## config.mk

```make
export PLATFORM = sky130hd
export DESIGN_NAME = process_image_register_access
export DESIGN_NICKNAME = d
export VERILOG_FILES = /design/src/logic/preg_pkg.sv /design/src/logic/preg_store.sv /design/src/logic/process_image_register_access.sv
export SDC_FILE = /design/constraint.sdc
export NUM_CORES = 1
export LEC_CHECK = 0
export ABC_AREA = 0
export BUFFER_PORTS_ARGS = -buffer_cell sky130_fd_sc_hd__buf_2
export CAP_MARGIN = 40
export CORE_ASPECT_RATIO = 1.1
export CORE_UTILIZATION = 27
export CTS_CLUSTER_SIZE = 10
export DETAILED_ROUTE_END_ITERATION = 7
export PLACE_DENSITY = 0.38
export SETUP_SLACK_MARGIN = 0.5
export SYNTH_ARGS = -nofsm -noshare
export SYNTH_HDL_FRONTEND = slang
export SYNTH_SLANG_ARGS = --single-unit
```

## constraint.sdc

```tcl
create_clock -name sys_clk_i -period 4 [get_ports sys_clk_i]
set_clock_uncertainty 0.2 [all_clocks]
set_input_delay 0 -clock sys_clk_i [delete_from_list [all_inputs] [get_ports sys_clk_i]]
set_output_delay 0 -clock sys_clk_i [all_outputs]
set_load 0.005 [all_outputs]
```

## src/logic/preg_pkg.sv

```systemverilog
// constants and register map for process image register access
// Behaviour
// (RULE1) control bit 7 set means the byte is a register access request
// (RULE2) control bit 6 chooses direction: one write, zero read
// (RULE3) control bits 5..0 give the register number
// (RULE4) output data word is ignored during a read
// (RULE5) master places the write value in the output data word
// (RULE6) words travel high byte first in byte 1, low byte in byte 2
// (RULE7) read answer echoes the control byte unchanged as status
// (RULE8) read answer carries the addressed register contents; code answers 0x0000 except for registers 9, 31 and 32
// (RULE9) write answer echoes control byte with bit 6 cleared
// (RULE10) master must ignore the input data word after a write
// (RULE11) user registers are write protected except the code word register 31
// (RULE12) writing 0x1235 to register 31 lifts write protection
// (RULE13) any other value in register 31 restores write protection
// (RULE14) master ends configuration by writing 0x0000 to register 31
// (RULE15) new register values affect behaviour only after a restart
// (RULE16) register 9 reads firmware version as two ascii characters
// (RULE17) register 32 holds the feature word, writable when unlocked, reads back
// (RULE18) code word is cleared on every restart
// (RULE19) accepted writes go to working registers and non-volatile storage
// (RULE20) with bit 7 clear the bytes are normal output process data
// (RULE21) rejected protected writes leave contents but are still acknowledged
package preg_pkg;
	localparam int CTRL_REG_BIT = 7;
	localparam int CTRL_WRITE_BIT = 6;
	localparam int CTRL_NUM_MSB = 5;
	localparam logic [5:0] REG_FIRMWARE_VERSION = 6'h09;
	localparam logic [5:0] REG_WRITE_UNLOCK_CODE = 6'h1F;
	localparam logic [5:0] REG_FEATURE_CONFIG = 6'h20;
	localparam logic [15:0] UNLOCK_VALUE = 16'h1235;
	localparam logic [15:0] CODE_RESET = 16'h0000;
	localparam logic [15:0] FEATURE_RESET = 16'h0006;
	localparam logic [7:0] BYTE_RESET = 8'h00;
	localparam logic [15:0] WORD_RESET = 16'h0000;
	localparam int NUM_REGS = 64;
	typedef enum logic [1:0] {
		ACC_NONE,
		ACC_READ,
		ACC_WRITE
	} access_t;
endpackage

```

## src/logic/preg_store.sv

```systemverilog
// working and non-volatile register array; feature word latched from storage on restart
`timescale 1ns/10ps
module preg_store (
	input wire logic sys_clk_i,
	input wire logic reset_n_i,
	input wire logic wr_en_i,
	input wire logic [5:0] wr_num_i,
	input wire logic [15:0] wr_data_i,
	input wire logic [5:0] rd_num_i,
	output logic [15:0] rd_data_o,
	output logic [15:0] active_feature_o
);
	import preg_pkg::*;
	// non-volatile copy; survives reset since it has no reset branch
	logic [15:0] nv_mem [0:NUM_REGS-1];
	logic [15:0] ram_mem [0:NUM_REGS-1];
	logic nv_valid;
	logic loaded;
	logic [15:0] active_feature;

	always_ff @(posedge sys_clk_i) begin
		if (wr_en_i) begin
			nv_mem[wr_num_i] <= wr_data_i; // [RULE19]
		end
	end

	// nv_valid marks a feature word ever written; not reset, like storage
	always_ff @(posedge sys_clk_i) begin
		if (wr_en_i && wr_num_i == REG_FEATURE_CONFIG) begin
			nv_valid <= 1'b1;
		end else if (nv_valid !== 1'b1) begin
			nv_valid <= 1'b0;
		end
	end

	always_ff @(posedge sys_clk_i) begin
		if (wr_en_i) begin
			ram_mem[wr_num_i] <= wr_data_i; // [RULE19]
		end
	end

	// behaviour word latched once after restart, not on write
	always_ff @(posedge sys_clk_i or negedge reset_n_i) begin
		if (!reset_n_i) begin
			loaded <= 1'b0;
			active_feature <= FEATURE_RESET;
		end else if (!loaded) begin
			loaded <= 1'b1;
			active_feature <= nv_valid ? nv_mem[REG_FEATURE_CONFIG] : FEATURE_RESET; // [RULE15]
		end
	end

	// feature word reads its default until storage has ever held one
	always_comb begin
		if (rd_num_i == REG_FEATURE_CONFIG && !nv_valid) begin
			rd_data_o = FEATURE_RESET; // [RULE17]
		end else begin
			rd_data_o = ram_mem[rd_num_i]; // [RULE19]
		end
	end

	assign active_feature_o = active_feature;
endmodule // preg_store

```

## src/logic/process_image_register_access.sv

```systemverilog
// process image register access engine of the terminal
`timescale 1ns/10ps
module process_image_register_access (
	input wire logic sys_clk_i,
	input wire logic reset_n_i,
	input wire logic frame_valid_i,
	input wire logic [7:0] control_byte_i,
	input wire logic [7:0] output_data_hi_i,
	input wire logic [7:0] output_data_lo_i,
	output logic [7:0] status_byte_o,
	output logic [7:0] input_data_hi_o,
	output logic [7:0] input_data_lo_o,
	output logic answer_valid_o,
	output logic [15:0] process_output_o,
	output logic process_output_valid_o,
	output logic [15:0] active_feature_o,
	output logic unlocked_o
);
	import preg_pkg::*;
	localparam logic [15:0] FIRMWARE_ID = 16'h3042; // arbitrary value

	logic [15:0] code_word;
	logic [15:0] store_rd;
	logic [15:0] read_value;
	logic [15:0] out_word;
	logic [5:0] reg_num;
	logic [7:0] status_byte;
	logic [15:0] input_word;
	logic answer_valid;
	logic [15:0] process_output;
	logic process_output_valid;
	logic accept_write;
	logic unlocked;
	access_t access;

	function automatic logic is_user_reg(input logic [5:0] num);
		is_user_reg = (num >= REG_FEATURE_CONFIG);
	endfunction

	assign reg_num = control_byte_i[CTRL_NUM_MSB:0]; // [RULE3]
	assign out_word = {output_data_hi_i, output_data_lo_i}; // [RULE6]
	assign unlocked = (code_word == UNLOCK_VALUE); // [RULE12] [RULE13]

	always_comb begin
		if (!frame_valid_i || !control_byte_i[CTRL_REG_BIT]) begin
			access = ACC_NONE; // [RULE20]
		end else if (control_byte_i[CTRL_WRITE_BIT]) begin
			access = ACC_WRITE; // [RULE1] [RULE2]
		end else begin
			access = ACC_READ;
		end
	end

	// protected writes are dropped but still acknowledged
	assign accept_write = (access == ACC_WRITE) && is_user_reg(reg_num) && unlocked; // [RULE11] [RULE21]

	always_ff @(posedge sys_clk_i or negedge reset_n_i) begin
		if (!reset_n_i) begin
			code_word <= CODE_RESET; // [RULE18]
		end else if (access == ACC_WRITE && reg_num == REG_WRITE_UNLOCK_CODE) begin
			code_word <= out_word; // [RULE11] [RULE12] [RULE13]
		end
	end

	preg_store u_store (
		.sys_clk_i(sys_clk_i),
		.reset_n_i(reset_n_i),
		.wr_en_i(accept_write), // [RULE17] [RULE19]
		.wr_num_i(reg_num),
		.wr_data_i(out_word),
		.rd_num_i(reg_num),
		.rd_data_o(store_rd),
		.active_feature_o(active_feature_o)
	);

	// feature word reads back through the store so it survives a restart
	always_comb begin
		case (reg_num)
			REG_FIRMWARE_VERSION: read_value = FIRMWARE_ID; // [RULE16]
			REG_WRITE_UNLOCK_CODE: read_value = code_word;
			REG_FEATURE_CONFIG: read_value = store_rd; // [RULE17] [RULE19]
			default: read_value = WORD_RESET;
		endcase
	end

	always_ff @(posedge sys_clk_i or negedge reset_n_i) begin
		if (!reset_n_i) begin
			status_byte <= BYTE_RESET;
			input_word <= WORD_RESET;
			answer_valid <= 1'b0;
		end else begin
			answer_valid <= (access != ACC_NONE);
			case (access)
				ACC_READ: begin
					status_byte <= control_byte_i; // [RULE7]
					input_word <= read_value; // [RULE8] [RULE4]
				end
				ACC_WRITE: begin
					status_byte <= control_byte_i & ~(8'h01 << CTRL_WRITE_BIT); // [RULE9]
					input_word <= WORD_RESET; // [RULE10]
				end
				default: begin
					status_byte <= BYTE_RESET;
				end
			endcase
		end
	end

	always_ff @(posedge sys_clk_i or negedge reset_n_i) begin
		if (!reset_n_i) begin
			process_output <= WORD_RESET;
			process_output_valid <= 1'b0;
		end else begin
			process_output_valid <= frame_valid_i && !control_byte_i[CTRL_REG_BIT];
			if (frame_valid_i && !control_byte_i[CTRL_REG_BIT]) begin
				process_output <= out_word; // [RULE20]
			end
		end
	end

	assign status_byte_o = status_byte;
	assign input_data_hi_o = input_word[15:8]; // [RULE6]
	assign input_data_lo_o = input_word[7:0];
	assign answer_valid_o = answer_valid;
	assign process_output_o = process_output;
	assign process_output_valid_o = process_output_valid;
	assign unlocked_o = unlocked;
endmodule // process_image_register_access

```

-- Word-level counts from Yosys, hierarchy flattened
Memories as Yosys holds them, arrays and structs flattened.
Cells that the tools add are included.
- eq/ne operators: 7
- muxes and demuxes: 9
- $add $sub $neg: 0
- bitwise logic cells: 0
- $mul: 0
- shift-type cells: 0
- div/mod/pow operators: 0
- reduce and logical (&&, ||, !) cells: 12
- order comparisons: 1
- operators with widths (operator ; number):
    $pmux W16 S3 ; 1
    $mux W16 ; 2
    $pmux W16 S2 ; 1
    $eq A16 B13 Y1 const B ; 1
    $pmux W8 S2 ; 1
    $eq A6 B4 Y1 const B ; 1
    $eq A6 B5 Y1 const B ; 1
    $eq A6 B6 Y1 const B ; 1
    $ge A6 B6 Y1 const B ; 1
    $logic_and A1 B1 Y1 ; 6
    $mux W2 ; 2
    $reduce_bool A2 Y1 ; 2
    $logic_not A1 Y1 ; 3
    $eq A2 B1 Y1 const B ; 1
    $eq A2 B2 Y1 const B ; 1
    $mux W1 ; 2
    $logic_or A1 B1 Y1 ; 1
    $nex A1 B1 Y1 const B ; 1
- memory bits (read-only): 0
- memories kept: 2
- register bits: 76
- word-level logic and storage cells: 40
- input port bits: 27
- bits in latches: 0
- output and inout bits: 59
- memory bits (writable): 2048
- memory list (name ; depth ; bits a word ; read ports ; clocked after memory_dff ; wr ports ; RTL line ; source):
    u_store.nv_mem ; 64 ; 16 ; 1 ; 0 ; 1 ; preg_store.sv:15 ; logic [15:0] nv_mem [0:NUM_REGS-1];
    u_store.ram_mem ; 64 ; 16 ; 1 ; 0 ; 1 ; preg_store.sv:16 ; logic [15:0] ram_mem [0:NUM_REGS-1];

-- Longest topological paths before layout
- depth in word-level cells: 8
- depth in mapped cells: 11
- depth with buffers taken out: 7

-- Modules after synthesis
A second synthesis with hierarchy kept.
- cell total of the unflattened synthesis: 1995
- area, all modules: 42811.1 sq um
- by module, submodules not included (module ; area each (sq um) ; cells an instance ; sequential area each (sq um) ; times used):
    preg_store ; 40361.2 ; 1820 ; 31197.4 ; 1
    process_image_register_access ; 2449.8 ; 175 ; 1451.4 ; 1

-- Worst setup path after synthesis
No wires, ideal clock.
- kind: register to register
- from: register code_word[11]
- to: memory u_store.ram_mem[34][0] (enable)
- stages on the path, launching flop included: 6
- slack: 0.934 ns
- buffers on the path: 0
- arrival: 2.457 ns
- clock period less this slack: 3.066 ns
- path through: dfrtp_1 > nor4b_1 > and4_1 > and3_1 > nand2_1 > nor3_1
- cells in the longest elaborated chain, start to end: 4
- RTL lines (element ; RTL line ; source):
    start: declaration ; process_image_register_access.sv:22 ; logic [15:0] code_word;
    start signal: assignment ; process_image_register_access.sv:61 ; code_word <= out_word;
    $eq A16 B13 Y1 ; process_image_register_access.sv:42 ; assign unlocked = (code_word == UNLOCK_VALUE);
    named net unlocked_o ; process_image_register_access.sv:17 ; output logic unlocked_o
    $logic_and A1 B1 Y1 ; process_image_register_access.sv:55 ; assign accept_write = (access == ACC_WRITE) && is_user_reg(reg_num) && unlocked;
    $mux W1 ; preg_store.sv:37 ; if (wr_en_i) begin
    $mux W1 (not written as such) ; preg_store.sv:38 ; ram_mem[wr_num_i] <= wr_data_i;
    end: declaration ; preg_store.sv:16 ;
The timed path passes the listed nets, and every way through them passes these cells.

-- Final worst setup path
- from: input port control_byte_i[1]
- to: register input_word[4]
- cells in the longest elaborated chain, start to end: 5
- RTL lines (element ; RTL line ; source):
    start: declaration ; process_image_register_access.sv:7 ; input wire logic [7:0] control_byte_i,
    parallel branches: the longest is 3 deep, another holds $mem_v2 Z64 W16 ; n/a ;
    $pmux W16 S3 * ; process_image_register_access.sv:78 ; case (reg_num)
    $pmux W16 S2 * ; process_image_register_access.sv:93 ; case (access)
    end signal: assignment ; process_image_register_access.sv:96 ; input_word <= read_value;
    end: declaration ; process_image_register_access.sv:28 ; logic [15:0] input_word;
Every way passes the cells marked *.
A chain may end at the register's enable or synchronous reset.

==> impl_metrics.json <==
{
  "root_buffer": "clkbuf_16",
  "min_path_type": "input pin to flop",
  "yosysUniqueCellTypes": 65,
  "core_area_um2": 157000,
  "final_common_cell": "edfxtp_1",
  "synth_area_leaders": "edfxtp_1 (72%), dfrtp_1 (4.3%), mux2i_1 (3.4%), mux4_2 (3.2%), mux2_2 (3.1%)",
  "finalSetupViolations": 0,
  "grt.total_usage_pct": 18.2,
  "core.rowCount": 152,
  "vdd_drop_max_mv": 0.406,
  "clkLatencyLatePin_ns": 0.76,
  "fp.dieH_um": 419,
  "cpPeakStageDelay_ns": 0.74,
  "crit_fanout": 40,
  "grt_max_degree": 67,
  "tns_ns": 0,
  "die_w_um": 381,
  "fin_crit_ns": 3.20,
  "grt_overflow": 0,
  "yosysTopAreaCellShare_pct": 72.1,
  "route.antenna.remaining_nets": 0,
  "vias_per_cell": 4.67,
  "syn-instance-count": 2383,
  "drt-total-wl_mm": 145,
  "outcome": "finished, final reports clean",
  "ioPinCount": 86,
  "slew_violations": 0,
  "worstPathRequired_ns": 4.41,
  "numPortBuffers": 85,
  "crit_chain": "dlygate4sd3_1, buf_8, buf_12, nor2b_4, buf_12, a221o_1, a222oi_1, nor2_1, nor4_1, o21ai_1",
  "synth_area_um2": 42700,
  "syn2layout_area_growth_pct": 24.1,
  "end_kind": "flop",
  "p_leak_nw": 18.9,
  "wl_per_cell_um": 27.2,
  "grt_pass1_vias": 25700,
  "yosys.area.top_type": "edfxtp_1",
  "max_freq_mhz": 312,
  "ys.flop_type": "edfxtp_1",
  "max_cap_violations": 0,
  "avgSynthCellArea_um2": 17.9,
  "utilization_pct": 33.8,
  "cts_sinks": 1100,
  "drive_above_1_share_pct": 19.9,
  "firstDrtPassIters": 5,
  "cts_tree": "built",
  "powerDensity_nw_per_um2": 493,
  "path_common_cell": "buf_12",
  "slew_headroom_pct": 32.9,
  "dieArea_um2": 160000,
  "gp_congestion": 0.841,
  "cts-buffers-inserted": 133,
  "cts_buffer_depth": 3,
  "fin_crit_sh_pct": 80.1,
  "crit_path_start_kind": "input pin",
  "clkSlewWorstSetupHoldPaths_ns": 0.06,
  "ys_async_sr_fraction_pct": 6.82,
  "rsz0062_at_grt": "false",
  "mostFrequentLayoutCells": "edfxtp_1 (1024), conb_1 (514), mux2i_1 (144), clkbuf_16 (140), buf_4 (137)",
  "grt_pass1_wl_mm": 202,
  "crit_type": "input pin to flop",
  "synth_warnings": 0,
  "dp_hpwl_mm": 93.1,
  "ys_seq_area_share_pct": 76.5,
  "fill_cells": 15200,
  "crit_slowest_cell": "a222oi_1",
  "layout.nets": 3187,
  "drt-initial-drc-count": 1949,
  "synth-seq-cells": 1100,
  "drcViolationCount": 0,
  "dr_total_vias": 24800,
  "initial_core_util_pct": 27.3,
  "finalInstanceArea_um2": 52900,
  "htree_num_levels": 4,
  "synth-edff-count": 1024,
  "tightest_slew_ns": 1.01,
  "finalPower_mw": 26.1,
  "antenna_found_initial": 12,
  "cts.repair.resized": 0,
  "hold_violations": 0,
  "post_dp_cell_area_um2": 48700,
  "cp_data_arrival_time_ns": 3.61
}
[cell type report]
type / instances / area [um^2] / share of cell area, %
flip-flops and latches: 1100 / 32600 / 61.7
multi-input cells: 1627 / 11200 / 21.1
repair buffers: 291 / 2570 / 4.85
clock inverters: 19 / 148 / 0.279
inverters: 7 / 26.3 / 0.0496
clock buffers: 196 / 3750 / 7.09
well taps: 2079 / 2600 / 4.91
diodes: 2 / 5.00 / 0.00945
[repair_timing]
action / CTS / global route
buffers inserted: 0 / 0
hold buffers: 34 / 0
hold endpoints to repair: 1171 / 0
[state kept, by name, summed over array words and instances, names as in the netlist]
register	flops
answer_valid_o	1
code_word	16
input_word	16
process_output_o	16
process_output_valid_o	1
status_byte_o	8
u_store.active_feature_o	16
u_store.loaded	1
u_store.nv_valid	1
u_store.ram_mem	1024
[power breakdown]
part | internal (mW) | leakage (nW) | switching (mW)
clock network | 6.46 | 1.89 | 4.60
registers | 13.1 | 10.6 | 0.126
logic | 0.600 | 6.42 | 1.19
total | 20.2 | 18.9 | 5.92
[logic make-up (layout without fill, tap and decap cells)]
| family | count (synthesis) | count (layout) | synth area share (%) |
|---|---|---|---|
| mux | 324 | 324 | 9.72 |
| other cells | 2 | 516 | 0.0176 |
| buf+inv | 168 | 513 | 2.13 |
| simple gates | 266 | 266 | 3.00 |
| compound gates | 523 | 523 | 8.59 |
| flops | 1100 | 1100 | 76.5 |
[layer usage]
| layer | global-route usage (%) | share of wire [%] | vias up |
|---|---|---|---|
| met5 | 0 | 0 | - |
| met4 | 5.57 | 2.5 | 0 |
| met3 | 2.81 | 4.7 | 175 |
| met2 | 30.9 | 49 | 710 |
| met1 | 23.7 | 43 | 13200 |
| li1 | - | - | 10800 |
[final timing paths]
| path | cells past startpoint | slack [ns] | endpoint | startpoint |
|---|---|---|---|---|
| min | 2 | 0.06 | u_store.ram_mem[55][13] | output_data_hi_i[5] |
| max | 10 | 0.80 | input_word[4] | control_byte_i[1] |
| min reg2reg | 2 | 0.28 | u_store.active_feature_o[11] | u_store.active_feature_o[11] |
| max reg2reg | 6 | 1.07 | u_store.ram_mem[42][9] | code_word[11] |
| min in group asynchronous | 4 | 0.10 | status_byte_o[4] | reset_n_i |
| max in group asynchronous | 5 | 2.96 | input_word[3] | reset_n_i |
[cell usage after synthesis, types with 37 or more instances]
master,instances
a22oi_1,75
o21ai_0,87
dfrtp_1,73
nor2_1,70
a21oi_1,90
buf_2,50
mux4_2,60
o22ai_1,53
nand2_1,81
clkbuf_1,60
a221oi_1,80
mux2i_1,144
edfxtp_1,1024
buf_4,37
mux2_2,116
[per-stage QoR]
stage / setup slack [ns] / std cells / hold slack [ns]
floorplan: 0.934 / 2895 / -0.496
global placement: 0.677 / 5053 / 0.0755
detailed placement: 0.676 / 5070 / -0.158
CTS: 0.900 / 5319 / 0.000943
global route: 0.744 / 5320 / 0.0475
finish: 0.796 / 5321 / 0.0644
[critical path: cells and delay by family]
family          cells  cell delay (ns)
compound gates      3             1.22
buf+inv             4             1.26
simple gates        3             1.02
Note: power is estimated with default switching activity, not from simulation.
